$ cat src/verilog/pdic_pkg.sv
// constants, field layout and encodings for the parcel decode and issue block
// assumes a single 40 MHz clock domain shared by all users of this package
`default_nettype none
package pdic_pkg;
  // ==========================================================
  // parcel and word layout
  localparam int PARCEL_W = 16;
  localparam int ADDR_W = 24;
  localparam int WORD_PARCELS = 4;
  localparam int G_HI = 15;
  localparam int G_LO = 12;
  localparam int H_HI = 11;
  localparam int H_LO = 9;
  localparam int I_HI = 8;
  localparam int I_LO = 6;
  localparam int I_TOP = 8;
  localparam int J_HI = 5;
  localparam int J_LO = 3;
  localparam int K_HI = 2;
  localparam int K_LO = 0;
  localparam int JK_W = 6;
  localparam int JKM_W = 22;
  localparam int IJKM_W = 24;
  localparam int OPND_W = 64;
  // ==========================================================
  // operation code groups (7-bit g h value, hex)
  localparam logic [6:0] OP_ERR = 7'h00;
  localparam logic [6:0] OP_TAS = 7'h03;
  localparam logic [2:0] I_TAS = 3'h4;
  localparam logic [6:0] OP_BR_LO = 7'h06;
  localparam logic [6:0] OP_BR_HI = 7'h0f;
  localparam logic [6:0] OP_AIMM = 7'h10;
  localparam logic [6:0] OP_SIMM = 7'h20;
  localparam logic [6:0] OP_A_LO = 7'h10;
  localparam logic [6:0] OP_A_HI = 7'h1f;
  localparam logic [6:0] OP_FIX_HI = 7'h3f;
  localparam logic [6:0] OP_VEC_LO = 7'h60;
  localparam logic [3:0] G_MEM_LO = 4'h8;
  localparam logic [3:0] G_MEM_HI = 4'hb;
  // ==========================================================
  // special operand values for register zero
  localparam logic [63:0] ZERO_OPND = 64'h0;
  localparam logic [63:0] AK_ZERO_OPND = 64'h1;
  localparam logic [63:0] SK_ZERO_OPND = 64'h8000_0000_0000_0000;
  // ==========================================================
  // register map (word index on the bus)
  localparam logic [2:0] REG_CTRL = 3'h0;
  localparam logic [2:0] REG_STATUS = 3'h1;
  localparam logic [2:0] REG_XFLAGS = 3'h2;
  localparam logic [2:0] REG_XADDR = 3'h3;
  localparam logic [2:0] REG_ISSUED = 3'h4;
  localparam logic [1:0] CTRL_RESET = 2'h2;
  localparam int CTRL_MON = 0;
  localparam int CTRL_RUN = 1;
  localparam int XF_DEADLOCK = 0;
  localparam int XF_INTR = 1;
  // ==========================================================
  // instruction formats
  typedef enum logic [2:0] {
    PDIC_FMT_DISCRETE = 3'h0,
    PDIC_FMT_COMBINED = 3'h1,
    PDIC_FMT_JKM = 3'h2,
    PDIC_FMT_BRANCH = 3'h3,
    PDIC_FMT_IMM24 = 3'h4
  } pdic_fmt_e;
endpackage : pdic_pkg
`default_nettype wire
$ cat src/verilog/pdic_decoder.sv
// parcel pipeline, field decode, register-zero substitution and issue control
// assumes parcel source, register file and result returns share clock_i;
// semaphore, cluster-held and interrupt inputs are asynchronous pins
//
// Contract
// - instructions are one or two 16-bit parcels
// - four parcels per word, any addressable
// - two-parcel instruction may cross word boundary
// - fields g4 h3 i3 j3 k3, then m16
// - discrete form: gh opcode, i result, j k operands
// - combined form: j k joined as 6 bits
// - immediate form loads 22-bit jkm constant
// - memory form: g opcode, h index, jkm displacement
// - branch: 24-bit ijkm, i top bit clear
// - immediate 24-bit: h destination, i top set
// - j k zero give constants, no reservation
// - constants: 0, 0, 1, bit 63
// - i zero uses real register value
// - parcels enter next register, advance on issue
// - issue only without conflict, one per cycle
// - latency class follows opcode range
// - test-and-set holds while semaphore set
// - all held: flag unless monitor, exchange
// - interrupt during test-and-set: flag, flush, exchange
// - second parcel to lower register, pseudo no-op
// - substituted operands never hold issue
// - next issue waits previous issue time
//
// Local design decisions: the Avalon-MM register port and the register addresses.
`default_nettype none
module pdic_decoder
  import pdic_pkg::*;
#(
  parameter int SEMA_N = 32,
  parameter int ISSUE_CP = 1
) (
  // clock and reset
  input wire logic clock_i,
  input wire logic resetn_i,
  // avalon-mm slave
  input wire logic [2:0] avs_address_i,
  input wire logic avs_read_i,
  input wire logic avs_write_i,
  input wire logic [31:0] avs_writedata_i,
  input wire logic [3:0] avs_byteenable_i,
  output logic [31:0] avs_readdata_o,
  output logic avs_waitrequest_o,
  // parcels from the instruction buffers
  input wire logic parcel_valid_i,
  input wire logic [15:0] parcel_i,
  input wire logic [23:0] parcel_addr_i,
  output logic parcel_ready_o,
  // register file read side
  output logic [2:0] rd_h_sel_o,
  output logic [2:0] rd_i_sel_o,
  output logic [2:0] rd_j_sel_o,
  output logic [2:0] rd_k_sel_o,
  input wire logic [63:0] rf_h_i,
  input wire logic [63:0] rf_i_i,
  input wire logic [63:0] rf_j_i,
  input wire logic [63:0] rf_k_i,
  // functional units and result returns
  input wire logic unit_busy_i,
  input wire logic [7:0] a_done_i,
  input wire logic [7:0] s_done_i,
  // issued instruction
  output logic iss_valid_o,
  output logic [6:0] iss_opcode_o,
  output logic [2:0] iss_fmt_o,
  output logic [2:0] iss_dest_o,
  output logic [23:0] iss_imm_o,
  output logic iss_var_lat_o,
  output logic [63:0] op_h_o,
  output logic [63:0] op_i_o,
  output logic [63:0] op_j_o,
  output logic [63:0] op_k_o,
  // semaphores, cluster and exchange
  input wire logic [SEMA_N-1:0] sema_i,
  input wire logic all_held_i,
  input wire logic intr_i,
  output logic tas_wait_o,
  output logic sema_set_o,
  output logic [5:0] sema_idx_o,
  output logic xchg_o,
  output logic [23:0] xchg_addr_o
);
  // ==========================================================
  // decode helpers
  function automatic logic [6:0] opc(input logic [15:0] p);
    opc = p[G_HI:H_LO];
  endfunction : opc

  function automatic logic is_mem(input logic [15:0] p);
    is_mem = p[G_HI:G_LO] >= G_MEM_LO && p[G_HI:G_LO] <= G_MEM_HI;
  endfunction : is_mem

  function automatic logic is_brimm(input logic [15:0] p);
    is_brimm = opc(p) >= OP_BR_LO && opc(p) <= OP_BR_HI;
  endfunction : is_brimm

  function automatic pdic_fmt_e fmt(input logic [15:0] p);
    if (is_mem(p) || opc(p) == OP_AIMM || opc(p) == OP_SIMM) begin
      fmt = PDIC_FMT_JKM;
    end else if (is_brimm(p)) begin
      fmt = p[I_TOP] ? PDIC_FMT_IMM24 : PDIC_FMT_BRANCH;
    end else if (opc(p) == OP_TAS || opc(p) > OP_FIX_HI) begin
      fmt = PDIC_FMT_COMBINED;
    end else begin
      fmt = PDIC_FMT_DISCRETE;
    end
  endfunction : fmt

  function automatic logic two_parcel(input logic [15:0] p);
    two_parcel = fmt(p) == PDIC_FMT_JKM || fmt(p) == PDIC_FMT_BRANCH
                 || fmt(p) == PDIC_FMT_IMM24;
  endfunction : two_parcel

  function automatic logic a_class(input logic [15:0] p);
    a_class = (opc(p) >= OP_A_LO && opc(p) <= OP_A_HI)
              || (is_mem(p) && !p[G_LO + 1]);
  endfunction : a_class

  // ==========================================================
  // pipeline registers
  logic [15:0] next_parcel_reg_r;
  logic [15:0] current_parcel_reg_r;
  logic [15:0] lower_parcel_reg_r;
  logic [23:0] nip_addr_r;
  logic [23:0] cip_addr_r;
  logic nip_v_r;
  logic cip_v_r;
  logic lip_v_r;
  logic nip_pseudo_r;
  logic cip_pseudo_r;
  logic want_lip_r;
  logic [1:0] ctrl_r;
  logic [1:0] xflags_r;
  logic [31:0] issued_r;
  logic [7:0] a_rsv_r;
  logic [7:0] s_rsv_r;
  logic [$clog2(ISSUE_CP + 1)-1:0] wait_r;
  logic [SEMA_N-1:0] sema_m_r;
  logic [SEMA_N-1:0] sema_s_r;
  logic [1:0] held_m_r;
  logic [1:0] held_s_r;
  logic issue;
  logic advance;
  logic flush;
  logic to_lip;
  logic to_nip;
  logic cip_two;
  logic cip_tas;
  logic tas_hold;
  logic opnd_ready;
  logic dest_free;
  logic writes_dest;
  logic dest_a;
  logic [2:0] dest;
  logic sema_busy;
  logic deadlock;
  logic intr_hit;
  logic [15:0] cp;
  logic [1:0] xf_set;

  // ==========================================================
  // pin synchronisers
  always_ff @(posedge clock_i or negedge resetn_i) begin
    if (!resetn_i) begin
      sema_m_r <= '0;
      sema_s_r <= '0;
      held_m_r <= 2'h0;
      held_s_r <= 2'h0;
    end else begin
      sema_m_r <= sema_i;
      sema_s_r <= sema_m_r;
      held_m_r <= {intr_i, all_held_i};
      held_s_r <= held_m_r;
    end
  end

  // ==========================================================
  // issue conditions
  assign cp = current_parcel_reg_r;
  assign cip_two = !cip_pseudo_r && two_parcel(cp);
  assign cip_tas = !cip_pseudo_r && opc(cp) == OP_TAS && cp[I_HI:I_LO] == I_TAS;
  assign sema_busy = sema_s_r[cp[J_HI:K_LO] % SEMA_N];
  assign tas_hold = cip_v_r && cip_tas && sema_busy;
  assign deadlock = tas_hold && held_s_r[0];
  assign intr_hit = tas_hold && held_s_r[1];
  assign flush = deadlock || intr_hit;
  assign dest_a = fmt(cp) == PDIC_FMT_IMM24 || a_class(cp);
  assign dest = fmt(cp) == PDIC_FMT_IMM24 ? cp[H_HI:H_LO] : cp[I_HI:I_LO];
  assign writes_dest = !cip_pseudo_r && !cip_tas && fmt(cp) != PDIC_FMT_BRANCH
                       && opc(cp) != OP_ERR && !(is_mem(cp) && cp[G_LO]);

  // register zero in h, j or k never waits on its reservation
  always_comb begin
    opnd_ready = 1'b1;
    if (fmt(cp) == PDIC_FMT_DISCRETE) begin
      if (cp[J_HI:J_LO] != 3'h0) begin
        opnd_ready = opnd_ready && !(a_class(cp) ? a_rsv_r[cp[J_HI:J_LO]]
                                                 : s_rsv_r[cp[J_HI:J_LO]]);
      end
      if (cp[K_HI:K_LO] != 3'h0) begin
        opnd_ready = opnd_ready && !(a_class(cp) ? a_rsv_r[cp[K_HI:K_LO]]
                                                 : s_rsv_r[cp[K_HI:K_LO]]);
      end
    end
    if (is_mem(cp) && cp[H_HI:H_LO] != 3'h0) begin
      opnd_ready = opnd_ready && !a_rsv_r[cp[H_HI:H_LO]];
    end
  end

  assign dest_free = !writes_dest || !(dest_a ? a_rsv_r[dest] : s_rsv_r[dest]);
  // pseudo parcel issues as a no-op, waiting only for run and issue spacing
  assign issue = cip_v_r && ctrl_r[CTRL_RUN] && wait_r == '0 && !flush
                 && (cip_pseudo_r || (!unit_busy_i && opnd_ready && dest_free
                 && (!cip_two || lip_v_r) && !tas_hold));
  assign advance = issue || !cip_v_r;
  assign to_lip = want_lip_r && !lip_v_r;
  assign to_nip = !to_lip && (!nip_v_r || advance)
                  && !(advance && nip_v_r && !nip_pseudo_r && two_parcel(next_parcel_reg_r));
  assign parcel_ready_o = !flush && (to_lip || to_nip);
  assign tas_wait_o = tas_hold;

  // ==========================================================
  // parcel pipeline
  always_ff @(posedge clock_i or negedge resetn_i) begin
    if (!resetn_i) begin
      next_parcel_reg_r <= 16'h0;
      current_parcel_reg_r <= 16'h0;
      lower_parcel_reg_r <= 16'h0;
      nip_addr_r <= 24'h0;
      cip_addr_r <= 24'h0;
      nip_v_r <= 1'b0;
      cip_v_r <= 1'b0;
      lip_v_r <= 1'b0;
      nip_pseudo_r <= 1'b0;
      cip_pseudo_r <= 1'b0;
      want_lip_r <= 1'b0;
    end else if (flush) begin
      // exchange voids everything still waiting to issue
      nip_v_r <= 1'b0;
      cip_v_r <= 1'b0;
      lip_v_r <= 1'b0;
      want_lip_r <= 1'b0;
      nip_pseudo_r <= 1'b0;
      cip_pseudo_r <= 1'b0;
    end else begin
      if (advance) begin
        current_parcel_reg_r <= next_parcel_reg_r;
        cip_addr_r <= nip_addr_r;
        cip_v_r <= nip_v_r;
        cip_pseudo_r <= nip_pseudo_r;
        if (issue && cip_two) begin
          lip_v_r <= 1'b0;
        end
        if (nip_v_r && !nip_pseudo_r && two_parcel(next_parcel_reg_r)) begin
          next_parcel_reg_r <= 16'h0;
          nip_pseudo_r <= 1'b1;
          nip_v_r <= 1'b1;
          want_lip_r <= 1'b1;
        end else if (!(parcel_valid_i && to_nip)) begin
          nip_v_r <= 1'b0;
          nip_pseudo_r <= 1'b0;
        end
      end
      if (parcel_valid_i && to_lip) begin
        lower_parcel_reg_r <= parcel_i;
        lip_v_r <= 1'b1;
        want_lip_r <= 1'b0;
      end
      if (parcel_valid_i && to_nip) begin
        next_parcel_reg_r <= parcel_i;
        nip_addr_r <= parcel_addr_i;
        nip_v_r <= 1'b1;
        nip_pseudo_r <= 1'b0;
      end
    end
  end

  // ==========================================================
  // issue spacing and reservations
  always_ff @(posedge clock_i or negedge resetn_i) begin
    if (!resetn_i) begin
      wait_r <= '0;
    end else if (issue) begin
      wait_r <= ($bits(wait_r))'(ISSUE_CP - 1);
    end else if (wait_r != '0) begin
      wait_r <= wait_r - 1'b1;
    end
  end

  // a result returning in the issue cycle of a new writer keeps the bit set
  always_ff @(posedge clock_i or negedge resetn_i) begin
    if (!resetn_i) begin
      a_rsv_r <= 8'h0;
      s_rsv_r <= 8'h0;
    end else begin
      a_rsv_r <= (a_rsv_r & ~a_done_i)
                 | ((issue && writes_dest && dest_a) ? 8'h1 << dest : 8'h0);
      s_rsv_r <= (s_rsv_r & ~s_done_i)
                 | ((issue && writes_dest && !dest_a) ? 8'h1 << dest : 8'h0);
    end
  end

  // ==========================================================
  // operand fetch with register-zero constants
  assign rd_h_sel_o = cp[H_HI:H_LO];
  assign rd_i_sel_o = cp[I_HI:I_LO];
  assign rd_j_sel_o = cp[J_HI:J_LO];
  assign rd_k_sel_o = cp[K_HI:K_LO];

  always_ff @(posedge clock_i or negedge resetn_i) begin
    if (!resetn_i) begin
      iss_valid_o <= 1'b0;
      iss_opcode_o <= 7'h0;
      iss_fmt_o <= 3'h0;
      iss_dest_o <= 3'h0;
      iss_imm_o <= 24'h0;
      iss_var_lat_o <= 1'b0;
      op_h_o <= 64'h0;
      op_i_o <= 64'h0;
      op_j_o <= 64'h0;
      op_k_o <= 64'h0;
      sema_set_o <= 1'b0;
      sema_idx_o <= 6'h0;
    end else begin
      iss_valid_o <= issue && !cip_pseudo_r;
      sema_set_o <= issue && cip_tas;
      if (issue) begin
        iss_opcode_o <= cip_pseudo_r ? OP_ERR : opc(cp);
        iss_fmt_o <= fmt(cp);
        iss_dest_o <= dest;
        sema_idx_o <= cp[J_HI:K_LO];
        unique case (fmt(cp))
          PDIC_FMT_JKM: iss_imm_o <= 24'({cp[J_HI:K_LO], lower_parcel_reg_r});
          PDIC_FMT_BRANCH, PDIC_FMT_IMM24:
            iss_imm_o <= {cp[I_HI-1:K_LO], lower_parcel_reg_r};
          PDIC_FMT_COMBINED: iss_imm_o <= 24'(cp[J_HI:K_LO]);
          PDIC_FMT_DISCRETE: iss_imm_o <= 24'h0;
          default: iss_imm_o <= 24'h0;
        endcase
        // memory, exchange and branch opcodes finish at unfixed times
        iss_var_lat_o <= !cip_pseudo_r && (is_mem(cp) || opc(cp) <= OP_BR_HI);
        op_h_o <= (cp[H_HI:H_LO] == 3'h0) ? ZERO_OPND : rf_h_i;
        op_i_o <= rf_i_i;
        op_j_o <= (cp[J_HI:J_LO] == 3'h0) ? ZERO_OPND : rf_j_i;
        op_k_o <= (cp[K_HI:K_LO] != 3'h0) ? rf_k_i
                  : (a_class(cp) ? AK_ZERO_OPND : SK_ZERO_OPND);
      end
    end
  end

  // ==========================================================
  // exchange requests
  assign xf_set = {intr_hit, deadlock && !ctrl_r[CTRL_MON]};

  always_ff @(posedge clock_i or negedge resetn_i) begin
    if (!resetn_i) begin
      xchg_o <= 1'b0;
      xchg_addr_o <= 24'h0;
    end else begin
      xchg_o <= flush;
      if (flush) begin
        xchg_addr_o <= cip_addr_r;
      end
    end
  end

  // ==========================================================
  // avalon slave: one wait cycle, answer on the second edge
  logic ack_r;
  logic req;

  assign req = avs_read_i || avs_write_i;
  assign avs_waitrequest_o = req && !ack_r;

  always_ff @(posedge clock_i or negedge resetn_i) begin
    if (!resetn_i) begin
      ack_r <= 1'b0;
      avs_readdata_o <= 32'h0;
    end else begin
      ack_r <= req && !ack_r;
      if (avs_read_i && !ack_r) begin
        unique case (avs_address_i)
          REG_CTRL: avs_readdata_o <= 32'(ctrl_r);
          REG_STATUS: avs_readdata_o <= 32'({tas_hold, want_lip_r, lip_v_r, cip_v_r, nip_v_r});
          REG_XFLAGS: avs_readdata_o <= 32'(xflags_r);
          REG_XADDR: avs_readdata_o <= 32'(xchg_addr_o);
          REG_ISSUED: avs_readdata_o <= issued_r;
          default: avs_readdata_o <= 32'h0;
        endcase
      end
    end
  end

  // flag set by hardware wins over a same-cycle write-one-to-clear
  always_ff @(posedge clock_i or negedge resetn_i) begin
    if (!resetn_i) begin
      ctrl_r <= CTRL_RESET;
      xflags_r <= 2'h0;
      issued_r <= 32'h0;
    end else begin
      if (avs_write_i && ack_r && avs_byteenable_i[0] && avs_address_i == REG_CTRL) begin
        ctrl_r <= avs_writedata_i[1:0];
      end
      if (avs_write_i && ack_r && avs_byteenable_i[0] && avs_address_i == REG_XFLAGS) begin
        xflags_r <= (xflags_r & ~avs_writedata_i[1:0]) | xf_set;
      end else begin
        xflags_r <= xflags_r | xf_set;
      end
      if (issue && !cip_pseudo_r) begin
        issued_r <= issued_r + 32'h1;
      end
    end
  end
endmodule : pdic_decoder
`default_nettype wire

$ cat config.mk
export PLATFORM = sky130hd
export DESIGN_NAME = pdic_decoder
export DESIGN_NICKNAME = d
export VERILOG_FILES = /design/src/verilog/pdic_pkg.sv /design/src/verilog/pdic_decoder.sv
export SDC_FILE = /design/constraint.sdc
export NUM_CORES = 1
export LEC_CHECK = 0
export ABC_CLOCK_PERIOD_IN_PS = 4150
export BUFFER_PORTS_ARGS = -buffer_cell sky130_fd_sc_hd__buf_2
export CORE_AREA = 2 2 294 296
export CTS_CLUSTER_SIZE = 30
export DETAILED_ROUTE_END_ITERATION = 10
export DIE_AREA = 0 0 296 298
export GPL_ROUTABILITY_DRIVEN = 1
export PLACE_DENSITY = 0.53
export SLEW_MARGIN = 10
export SYNTH_ARGS = -nofsm -noshare
export SYNTH_HDL_FRONTEND = slang
export SYNTH_SLANG_ARGS = --single-unit
$ cat constraint.sdc
create_clock -name clock_i -period 4.15 [get_ports clock_i]
set_input_delay 1.0375 -clock clock_i [delete_from_list [all_inputs] [get_ports clock_i]]
set_output_delay 1.0375 -clock clock_i [all_outputs]
set_load 0.01 [all_outputs]
# == After elaboration in Yosys (flattened, before gate mapping) ==
# Index checks and enable logic that the tools add are counted.
# totals
reg_bits,583
inputBits,391
elab_cells,284
# op_classes
n_addsub,2
magnitude_cmp,17
eq_ne,25
shift,1
mux,69
n_bitwise,12
n_reduce_logical,121
# ops
op,n
64-bit 2-to-1 mux,4
32-bit case mux with 5 select lines,1
24-bit case mux with 3 select lines,1
1-bit logical AND,54
16-bit 2-to-1 mux,3
1-bit 2-to-1 mux,38
32-bit by 1-bit adder with 32-bit output (second input constant),1
3-bit by 2-bit == test with 1-bit output (second input constant),10
3-bit 2-to-1 mux,10
1-bit logical OR,23
1-bit zero test,22
1-bit binary-select mux with 3-bit select,7
3-bit nonzero test,7
3-bit == test (second input constant),6
8-bit AND,2
3-bit by 4-bit < comparator with 1-bit output (second input constant),4
8-bit 2-to-1 mux,2
8-bit NOT,2
8-bit bitwise OR,2
7-bit by 2-bit == test with 1-bit output (second input constant),2
7-bit by 5-bit == test with 1-bit output (second input constant),2
7-bit by 6-bit == test with 1-bit output (second input constant),2
7-bit by 3-bit greater-or-equal comparator with 1-bit output (second input constant),2
7-bit by 6-bit > comparator with 1-bit output (second input constant),2
other kinds (23),38

# == Depth between registers and ports, before layout ==
# Gate-level depths: netlist (run 1).
# depth
depth_word,30
mapped_depth,14

# == Worst setup path after synthesis (run 1) ==
# No wires, ideal clock.
# synth_timing
kind,reg-to-output
startpoint,register current_parcel_reg_r[10] (netlist: cp[10])
endpoint,output parcel_ready_o
arrival_ns,2.323
slack_ns,0.790
path_stages_with_launch,10
cell_sequence,dfrtp_1 -> buf_2 -> mux2_2 -> a221o_1 -> and3_1 -> a211oi_1 -> and3_1 -> a2bb2oi_2 -> nand3_1 -> a21oi_1
# synth_via
elab_chain_len,26
# synth_rtl
item,line_no,source
from (decl),pdic_decoder.sv:126,logic [15:0] current_parcel_reg_r;
from (signal assigned),pdic_decoder.sv:251,current_parcel_reg_r <= next_parcel_reg_r;
"parallel branches: the longest is 25 deep, another holds 7-bit by 6-bit > comparator with 1-bit output",n/a,
1-bit logical AND *,pdic_decoder.sv:223,assign parcel_ready_o = !flush && (to_lip || to_nip);
to (decl),pdic_decoder.sv:52,"output logic parcel_ready_o,"
# Every way passes the cells marked *. The select of a mux whose other input is x is not followed.

# == Worst setup path in the final report (run 1) ==
# layout_timing
startpoint,register current_parcel_reg_r[15] (netlist: cp[15])
endpoint,output parcel_ready_o
# layout_via
elab_chain_len,27
# layout_rtl
item,line_no
"parallel branches: the longest is 26 deep, another holds 7-bit by 6-bit > comparator with 1-bit output",n/a
1-bit logical AND *,pdic_decoder.sv:223
# Marked as above.

==> summary.md, run 1 <==
The run finished with clean final reports. The share of total power consumed by net switching was 0.369; the cell-internal power was 15400 uW. For the combinational fraction of design power, the log shows 0.386.

The tools report the leakage power as 0.0160 uW. Hold repair after CTS inserted 0 buffers. Before antenna repair, the detailed router went through 7 iterations. The remaining max-slew budget at the tightest pin was 0.277.

The run gives 84900 um2 as the area of the core region. Fraction of layout cells with a size suffix above 1: 0.388. In the routed design, unresolved DRC markers number 0. The number of buffers created by CTS came out at 68.

After synthesis, the cell types taking the most area are dfrtp_1 59%, mux2i_1 9.5%, mux2_2 6.3%. The initialized floorplan defines 107 standard-cell rows. The logs give 0.361 for the part of the total power dissipated in sequential elements and 0.587 for the portion of the post-synthesis area used by sequential elements. The post-route minimum period is 4110 ps, and the die area is 88200 um2. In this design, the stage delay of the slowest critical-path cell is 590 ps. The tools report the data required time of the critical path as 3110 ps. After detailed routing, the average wire length per cell comes to 19.8 um. The worst path meets setup with 43.2 ps of slack.

The portion of total power attributed to the clock network is 0.253, and the total global-route track usage is 0.180. At the later pin of the worst-skew pair, clock insertion delay measures 610 ps. The final estimated routing congestion in global placement was 0.846. The number of synthesized register bits is 582. Derived from the worst setup path, the maximum achievable clock frequency is 243 MHz. The fraction of registers with async set/reset is 1.00, and the number of endpoints failing setup at the final stage is 0. The hold violation total from the final report is 0, and the area share of the largest cell type after synthesis is 0.586.

Starting density of the core: 0.292. The tools report the count of synthesis-stage warnings from yosys as 0. Setup repair after global routing could not meet its margin everywhere.

The worst setup path is captured at a primary output. The die is 298 um tall. In this run the clock root is driven by a clkbuf_16. Entering global routing, the biggest net connects 109 pins. The finished layout holds 4103 standard cells, fillers aside.

The largest buffer count on any clock path is 3, and the max-slew violation count is 0. Along the worst path, the maximum fanout reaches 7. Counting every sink on the clock net gives 582. The cell with the largest stage delay on the worst path was or4b_4.

Kind of path behind the tightest hold check: register to register. The run gives 3294 as the net total in the final layout. Traced cell by cell, the critical path runs through or4b_4 > nor2_4 > o2111ai_1 > a31oi_1 > a32oi_2 > buf_6 > a2bb2oi_4 > nand3_2 > a21oi_2 > buf_6. After synthesis the cells add up to 24800 um2. The H-tree was split into 3 levels. The worst setup path category was register to primary output. Data on the critical path arrives at its endpoint at 3070 ps. In this run, the number of DRC markers left after iteration 0 of detailed routing was 996.

The most numerous cell on the critical path is buf_6. The main flop type after synthesis was dfrtp_1. The detail-routed via count per cell is 4.51, and the total length of routed wires is 81300 um. The overall power is 24300 uW, and the post-placement setup slack is 339 ps.

The switching power summed over all nets was 8970 uW; the final period utilization was 0.990. The run gives 18504 as the overall via count from detail_route. Counting every net in the synthesized netlist gives 2529. The HPWL after detailed placement is 60900 um. 765 I/O pins were placed. The synthesized area per cell came out at 11.6 um2. The cell taking the most area after synthesis is dfrtp_1. In this run, synthesis inferred 0 flip-flops with an integrated enable. In this run the tool buffered the top-level ports with 731 buffer cells. The count of antenna-violating nets left after detailed routing was 0.

In this run, distinct cell masters in the synthesized netlist total 76. Compared with the post-synthesis result, the final layout area differs by 31.2%. The clock-pin slew on the worst setup and hold paths is 60 ps, and the worst vdd rail ir drop is 0.421 mV. Placed instance count: 3959.

TritonCTS built the clock tree. The first global-routing pass estimated 120000 um of wire. The post-synthesis instance total was 2137.

For the pin with the worst max-slew slack, the measured transition is 1080 ps. STA classifies the critical path startpoint as a register. The die extent in x is 296 um. Summed over all layers, the global routing overflow is 0. The power density over cell area works out to 747 nW/um2. For the worst clock skew on the final layout, the log shows 25.7 ps. The logs give 0 for the number of max-cap violations and 19 for the number of antenna violations at the first check in global routing. The run gives 18832 as the number of global-route vias before repair.
## synthesized netlist by cell type, types with 4 or more instances
| cell | instances |
|---|---|
| mux2_1 | 20 |
| nor3b_1 | 9 |
| and2_1 | 4 |
| nor2b_1 | 11 |
| o21ai_0 | 54 |
| a22oi_1 | 21 |
| dfrtp_1 | 581 |
| nand4_1 | 21 |
| buf_1 | 5 |
| o31ai_1 | 16 |
| and3_1 | 8 |
| inv_1 | 245 |
| nor2_1 | 24 |
| mux2i_1 | 235 |
| a21o_1 | 6 |
| nor4_1 | 10 |
| xor2_1 | 15 |
| a31oi_1 | 5 |
| buf_4 | 18 |
| nor3_1 | 10 |
| o22ai_1 | 4 |
| or3_1 | 5 |
| mux4_2 | 11 |
| buf_6 | 30 |
| o41ai_1 | 15 |
| nand2_1 | 353 |
| xnor2_1 | 17 |
| a21oi_1 | 21 |
| nand3_1 | 51 |
| nor4_2 | 4 |
| buf_2 | 24 |
| nand2b_1 | 25 |
| clkbuf_1 | 55 |
| nand3b_1 | 4 |
| mux2_2 | 138 |
## cell families (layout without fill, tap and decap cells)
logic type               count (synthesis)  in the layout  synth area share
adder cells (fa/ha/maj)                  1              1          0.000504
buffers and inverters                  382           1195            0.0713
AO/OA/AOI/OAI                          183            183            0.0516
other                                    0              9                 0
XOR/XNOR                                32             32            0.0113
flip-flops                             582            582             0.587
multiplexers                           404            404             0.176
AND/OR/NAND/NOR                        553            553             0.102
## final cells by class
type                       count  area (um2)
tap                         1144        1430
multi-input combinational   1173        8650
timing repair buffer         829        4660
clock inverter                21         319
clock buffer                  97        1980
inverter                     248         936
sequential                   582       14600
fill                        8468       52300
antenna                        9        22.5
## worst max-delay path: cells and delay by family (launching register included)
| kind | cells | cell delay [ps] |
|---|---|---|
| flip-flops | 1 | 470 |
| AO/OA/AOI/OAI | 5 | 790 |
| AND/OR/NAND/NOR | 3 | 880 |
| buffers and inverters | 2 | 310 |
## layout by cell type, fill, tap and decap left out, types with 11 or more instances in the layout
master,n
inv_1,245
buf_2,729
buf_4,76
xor2_1,15
nor2b_1,11
nand2b_1,25
o21ai_0,54
mux2_2,138
o41ai_1,15
buf_12,17
clkbuf_1,12
a22oi_1,21
nand3_1,50
o31ai_1,16
nand2_1,352
clkbuf_16,68
mux2i_1,234
mux2_1,20
mux4_2,11
dfrtp_2,11
xnor2_1,16
nand4_1,21
a21oi_1,19
dfrtp_1,570
clkbuf_8,17
nor2_1,24
## power by group through the flow
stage	sequential, uW	clock (uW)	combinational (uW)
3_5_place_dp	8870	0	9240
5_1_grt	9050	6600	10300
2_1_floorplan	9270	0	5020
4_1_cts	8790	6370	9470
6_report	8780	6160	9390
3_3_place_gp	8800	0	9190
## worst paths after layout
kind / cells after the start / slack [ps] / endpoint / start
worst min-delay path: 0 / 340 / sema_s_r[9]$_DFF_PN0_ / sema_m_r[9]$_DFF_PN0_
max in group asynchronous: 2 / 2640 / sema_idx_o[3]$_DFFE_PN0N_ / resetn_i
min in group asynchronous: 1 / 420 / op_k_o[47]$_DFFE_PN0N_ / resetn_i
worst min register to register: 0 / 340 / sema_s_r[9]$_DFF_PN0_ / sema_m_r[9]$_DFF_PN0_
worst max register to register: 11 / 530 / issued_r[8]$_DFFE_PN0P_ / cp[15]$_DFFE_PN0P_
worst max-delay path: 10 / 40 / parcel_ready_o / cp[15]$_DFFE_PN0P_
## per-layer routing
| layer | up-vias | track usage | routed length, um |
|---|---|---|---|
| li1 | 8654 | - | - |
| met1 | 9105 | 0.220 | 33400 |
| met2 | 601 | 0.301 | 39000 |
| met3 | 134 | 0.0550 | 6660 |
| met4 | 10 | 0.0568 | 2190 |
| met5 | - | 0 | 58 |
## sequential cells by signal (all words and copies together), names as in the netlist, 3 cells and up
signal,flops
op_h_o,64
s_rsv_r,8
xchg_addr_o,24
iss_dest_o,3
sema_idx_o,6
iss_fmt_o,3
nip_addr_r,24
sema_s_r,32
issued_r,32
avs_readdata_o,32
next_parcel_reg_r,16
op_j_o,64
cp,16
op_k_o,64
cip_addr_r,24
a_rsv_r,8
iss_imm_o,24
lower_parcel_reg_r,16
sema_m_r,32
iss_opcode_o,7
op_i_o,64
## stage by stage
stage / utilization / hold slack, ps / area (um2) / setup TNS, ps
finish: 0.384 / 342 / 32600 / 0
global route: 0.384 / 349 / 32600 / -69.5
CTS: 0.382 / 347 / 32500 / 0
detailed placement: 0.353 / 335 / 29900 / 0
global placement: 0.353 / 331 / 29900 / 0
floorplan: - / 331 / 24800 / 0
## timing repair
action / CTS / global route
resized for setup: 28 / 12
endpoints found under the setup margin: 1 / 1
pin swaps: 6 / 9
gates cloned: 1 / 0
buffers inserted: 10 / 6
endpoints found under the hold margin: 0 / 0
(Power assumes the default switching activity.)
==> run 2, diff against run 1 <==
--- a/config.mk
+++ b/config.mk
@@ -6,7 +6,7 @@
 export NUM_CORES = 1
 export LEC_CHECK = 0
 export ABC_CLOCK_PERIOD_IN_PS = 4150
-export BUFFER_PORTS_ARGS = -buffer_cell sky130_fd_sc_hd__buf_2
+export BUFFER_PORTS_ARGS = -buffer_cell sky130_fd_sc_hd__buf_4
 export CORE_AREA = 2 2 294 296
 export CTS_CLUSTER_SIZE = 30
 export DETAILED_ROUTE_END_ITERATION = 10
==> summary.md, run 2 (synthesis results as in run 1) <==
In this run the tool buffered the top-level ports with 731 buffer cells. OpenSTA, run right after detailed placement, puts the worst setup slack at 34.4 ps. The worst hold margin is 343 ps, and the hold-fix buffer count after cts is 0.

For this run, the slowest stage of the critical path takes 590 ps. In this run, the number of DRC markers left after iteration 0 of detailed routing was 983. The number of clock sinks was 582.

The detail-routed via count per cell came out at 4.55. In the layout the commonest cells are 800 x buf_4, 570 x dfrtp_1, 353 x nand2_1, 245 x inv_1, 234 x mux2i_1. Across the VDD grid, the largest voltage drop is 0.395 mV.

The tools report the number of global-route vias before repair as 19329. STA classifies the critical path endpoint as a primary output. Setup violations remaining at the end of the flow were counted as 0.

The row count is 107. The clock arrives with 19.1 ps of skew. TritonCTS built the clock tree.

The fraction of layout cells with a size suffix above 1 was 0.385. The detail route stage leaves a number of antenna-violating nets equal to 0. The slowest stage of the critical path belongs to the cell or4b_4. For this block, the routed nets add up to 83500 um of wire. The tools report the detailed-routing iteration count for the pre-antenna-repair pass as 5.

The clock period could shrink to 4120 ps. STA classifies the critical path startpoint as a register. Dividing the detail-routed wire length by the instance count gives 20.4 um.

Max-slew violation count: 0. After detailed routing, the number of remaining DRC violations is 0. Area of the core region: 84900 um2.

Counting the buffers created by CTS gives 69. At the worst endpoint, the required time is 3110 ps. The post-route non-filler standard cell count is 4089. The HPWL after detailed placement is 63600 um. Routability-driven placement finished with a final weighted congestion of 0.843. The run gives 3080 ps as the worst path arrival time.

The remaining max-slew budget at the tightest pin is 0.324. The logs give 600 ps for the worst-skew pair later-pin latency and 0 for the number of max-cap violations. The tools report the remaining global-route overflow as 0.

The worst hold path belongs to the class register to register. The maximum number of pins on one net before global-route repair was 103; the power density over cell area was 732 nW/um2. The number of antenna violations at the first check in global routing was 3; the overall power was 25000 uW. The H-tree generated during clock tree synthesis spans 3 levels. In the post-route analysis, the smallest setup slack over all paths is 28.7 ps. Setup repair after global routing could not meet its margin everywhere. The library cell used most frequently in the layout, excluding fill and tap cells, is buf_4. For this run, the top clock speed supported by timing is 243 MHz. Summed over all cells, the static leakage comes to 0.0164 uW. The run finished with clean final reports. The critical path is of the register to primary output type. The buffer type at the clock tree root was clkbuf_16. Of all nets on the critical path, the largest fanout is 7. The logs give 18587 for the overall via count from detail_route and 88200 um2 for the die area. The total global-route track usage came out at 0.185. The final period utilization works out to 0.993.

The tools report the hold violation total from the final report as 0. 765 I/O pins were placed. For the starting density of the core, the log shows 0.292. Setup total negative slack on the finished layout was measured at 0 ps. After clock tree synthesis, the clock-pin slew on the worst setup and hold paths is 60 ps.

Among the stages of the critical path, the cell type that occurs most often is buf_6. The first-pass GRT wire length came out at 124000 um. The placed instance count is 3946, and the count of antenna diodes in the layout is 0.

The largest buffer count on any clock path is 3, and the die extent in x is 296 um. For the pin with the worst max-slew slack, the measured transition is 1010 ps. From synthesis to final layout, the design area changed by 37.6%. In the final design database the tool counted 3287 nets.

The die span in y came out at 298 um. Walking the worst path, the cells encountered are or4b_4 > nor2_4 > a31oi_1 > o221ai_1 > a32oi_2 > buf_6 > a2bb2oi_4 > nand3_4 > a21oi_4 > buf_6.
## run 2: changes by cell type in the layout (fill, tap and decap cells not counted), moves of 2 or more
cell,change
buf_2,-729
buf_4,+724
diode_2,-9
clkbuf_8,-7
clkinv_2,+7
clkbuf_1,+4
buf_12,-3
clkinvlp_4,+3
bufinv_16,-2
clkinv_4,-2
inv_6,-2
## run 2: repair_timing
action,4_1_cts,5_1_grt
pin swaps,12,8
hold endpoints to repair,0,0
setup endpoints to repair,1,1
resized for setup,27,12
buffers inserted,19,3
## run 2: metal layers
metal | track usage | up-vias | routed length [um] | part of all wire
li1 | - | 8620 | - | -
met1 | 0.230 | 9216 | 33900 | 0.41
met2 | 0.310 | 632 | 40900 | 0.49
met3 | 0.0489 | 113 | 6550 | 0.078
met4 | 0.0581 | 6 | 2150 | 0.026
met5 | 0 | - | 35 | 0.00042
## run 2: worst paths after layout
check | to | slack [ps] | cells after the start | startpoint
min in group asynchronous | op_k_o[51]$_DFFE_PN0N_ | 410 | 1 | resetn_i
hold reg to reg | sema_s_r[21]$_DFF_PN0_ | 340 | 0 | sema_m_r[21]$_DFF_PN0_
setup / recovery | parcel_ready_o | 30 | 10 | cp[13]$_DFFE_PN0P_
setup reg to reg | nip_addr_r[21]$_DFFE_PN0P_ | 380 | 11 | cp[13]$_DFFE_PN0P_
max in group asynchronous | cp[10]$_DFFE_PN0P_ | 2640 | 3 | resetn_i
hold / removal | sema_s_r[21]$_DFF_PN0_ | 340 | 0 | sema_m_r[21]$_DFF_PN0_
## run 2: power breakdown
group / switching [uW] / internal, uW
clock: 2460 / 3460
combinational: 5380 / 4800
sequential: 1250 / 7650
## run 2: worst max-delay path: cells and delay by family, from the launching register on
family | cells | cell delay (ps)
AO/OA/AOI/OAI | 5 | 830
flip-flops | 1 | 460
buffers and inverters | 2 | 290
AND/OR/NAND/NOR | 3 | 910
## run 2: cell type report
cell class	count	area (um2)
Sequential cell	582	14600
Inverter	248	931
Multi-Input combinational cell	1173	8640
Clock buffer	95	1920
Fill cell	8287	50700
Timing Repair Buffer	821	6370
Clock inverter	26	287
Tap cell	1144	1430
## run 2: per-stage QoR
step	area, um2	utilization
floorplan	24800	-
global placement	31600	0.373
detailed placement	31600	0.373
CTS	34100	0.402
global route	34200	0.403
finish	34200	0.403
==> run 3, diff against run 2 <==
--- a/config.mk
+++ b/config.mk
@@ -7,12 +7,12 @@
 export LEC_CHECK = 0
 export ABC_CLOCK_PERIOD_IN_PS = 4150
 export BUFFER_PORTS_ARGS = -buffer_cell sky130_fd_sc_hd__buf_4
-export CORE_AREA = 2 2 294 296
+export CORE_AREA = 2 2 300 302
 export CTS_CLUSTER_SIZE = 30
 export DETAILED_ROUTE_END_ITERATION = 10
-export DIE_AREA = 0 0 296 298
+export DIE_AREA = 0 0 302 304
 export GPL_ROUTABILITY_DRIVEN = 1
-export PLACE_DENSITY = 0.53
+export PLACE_DENSITY = 0.52
 export SLEW_MARGIN = 10
 export SYNTH_ARGS = -nofsm -noshare
 export SYNTH_HDL_FRONTEND = slang
==> summary.md, run 3 (synthesis results as in run 1) <==
The remaining global-route overflow is 0, and the fraction of layout cells with a size suffix above 1 is 0.386. Across the VDD grid, the largest voltage drop is 0.376 mV. The floorplan step defined a die boundary enclosing 91800 um2. The number of buffers created by CTS came out at 69. The most common library cell in the layout ignoring fill and taps is buf_4. Worst setup path category: register to primary output. For this design the ratio of total power to cell area is 740 nW/um2. After detailed placement, the total cell area comes to 31600 um2. The run gives 5 as the number of antenna violations at the first check in global routing.

Relative to the synthesized area, the layout overhead comes to 38.4%. The logs give 23.7 ps for the worst clock skew on the final layout and 0 for the max-slew violation count. Buffer type at the clock tree root: clkbuf_16. At the end of routability-driven placement, the weighted congestion stood at 0.866.

Setup violations remaining at the end of the flow were counted as 0. The remaining max-slew budget at the tightest pin is 0.314. Buffers placed on the I/O ports in this run total 731.

The routed layout has 18673 vias. For the hold violation total from the final report, the log shows 0. The total length of routed wires came out at 81800 um.

The detail-routed via count per cell is 4.53. The highest fanout seen on the critical path was 6. The run gives 1123 as the iteration-0 DRC count of the detailed router. Static timing analysis puts the maximum clock frequency at 246 MHz. In this run the number of H-tree levels came out at 3. Summed over all cells, the static leakage comes to 0.0164 uW. For the total global-route track usage, the log shows 0.176.

The top cell types in the final layout, fill and taps aside, are 800 x buf_4, 570 x dfrtp_1, 353 x nand2_1, 245 x inv_1, 235 x mux2i_1. The core region is 89000 um2. 765 I/O pins were placed. In this run the worst hold path is classified as register to register. Kind of launch point of the worst setup path: a register.

Before antenna repair, the detailed router went through 5 iterations. In this run the remaining antenna-violating nets after routing total 0. The finished cells cover 34400 um2. The tools report the worst-skew pair later-pin latency as 610 ps.

For the first-pass GRT wire length, the log shows 124000 um. TritonCTS built the clock tree. The run gives 3110 ps as the data required time of the critical path.

The setup TNS after final layout is 0 ps. The logs give 87 for the maximum number of pins on one net before global-route repair and 3 for the largest buffer count on any clock path. Clock tree synthesis found a total of 582 sinks.

Measured along the x axis, the die boundary spans 302 um. Clock-pin slew was measured on the worst setup and hold paths at 60 ps. In the final routed layout, each cell accounts on average for 19.8 um. The run finished with clean final reports. For the starting density of the core, the log shows 0.279. Setup repair after global routing could not meet its margin everywhere. The net total in the final layout is 3284.

The run gives 0 as the total DRC errors in the routed layout. After clock tree synthesis, the flow added hold-fix buffers numbering 0. Capturing element type of the critical path: a primary output. At the pin with the least slew margin, the transition time is 1030 ps. For the worst setup path, the data arrival time is 3030 ps. Summed over all nets, the half-perimeter wirelength after detailed placement is 61400 um. Across the run, the number of max-cap violations was 0. The number of global-route vias before repair was 19822; the final period utilization was 0.979. Counting I/O delays and the setup requirement, the final critical path takes 4060 ps.

Core occupancy in the finished layout: 0.386. In this run the vertical extent of the chip is 304 um. The run gives 110 as the row count.
==> run 3: changes by cell type in the layout (fill, tap and decap cells not counted), moves of 2 or more <==
cell | previous run | this run
a21oi_1 | 18 | 20
a31oi_1 | 5 | 3
a31oi_2 | 0 | 2
buf_12 | 14 | 11
bufinv_16 | 3 | 8
clkbuf_1 | 16 | 14
clkbuf_16 | 69 | 72
clkbuf_8 | 10 | 14
diode_2 | 0 | 2
inv_6 | 4 | 1
==> run 3: cell type report <==
type	count	area, um2
Antenna cell	2	5.00
Inverter	248	931
Timing Repair Buffer	818	6310
Tap cell	1176	1470
Clock inverter	26	369
Multi-Input combinational cell	1173	8640
Sequential cell	582	14600
Clock buffer	100	2050
Fill cell	8648	54700
==> run 3: through the flow <==
step	hold slack [ps]	total power, uW	std cells	setup WS (ps)
after floorplan	331	14300	2137	790
after global placement	334	18700	3976	185
after detailed placement	335	19000	3976	88.4
after CTS	345	25800	4121	2.36
after global routing	351	27000	4124	-27.1
final	343	25400	4125	86.6
==> run 3: per-layer routing <==
layer / vias to the layer above / share of wire / wire (um) / GRT usage
li1: 8630 / - / - / -
met1: 9318 / 0.41 / 33200 / 0.211
met2: 612 / 0.50 / 40900 / 0.304
met3: 109 / 0.072 / 5880 / 0.0471
met4: 4 / 0.022 / 1800 / 0.0550
met5: - / 0.00028 / 23 / 0
==> run 3: path summary, 6_finish.rpt <==
path,slack [ps],cells past startpoint,start,end
min in group asynchronous,450,1,resetn_i,op_k_o[4]$_DFFE_PN0N_
min reg2reg,340,0,sema_m_r[23]$_DFF_PN0_,sema_s_r[23]$_DFF_PN0_
max reg2reg,390,12,cp[0]$_DFFE_PN0P_,cip_addr_r[21]$_DFFE_PN0P_
min,340,0,sema_m_r[23]$_DFF_PN0_,sema_s_r[23]$_DFF_PN0_
max in group asynchronous,2730,2,resetn_i,op_h_o[7]$_DFFE_PN0N_
max,90,10,cp[14]$_DFFE_PN0P_,parcel_ready_o
==> run 3: critical path, cell delays in order, from the launching register on <==
cell and delay, ps:
dfrtp_2 450, or4b_4 590, o21ai_1 260, and2_4 250, o221ai_1 170, a32oi_2 220
buf_6 150, a2bb2oi_4 60, nand3_2 80, a21oi_2 60, buf_6 130
==> run 3: power breakdown <==
part / internal, uW / leakage, uW / switching [uW]
clock network: 3940 / 0.00119 / 2450
registers: 7650 / 0.00731 / 1250
logic: 4770 / 0.00795 / 5360
==> run 3: repair_timing <==
action / CTS / global route
endpoints found under the setup margin: 1 / 1
pin swaps: 13 / 10
resized for setup: 26 / 12
setup buffers: 19 / 2
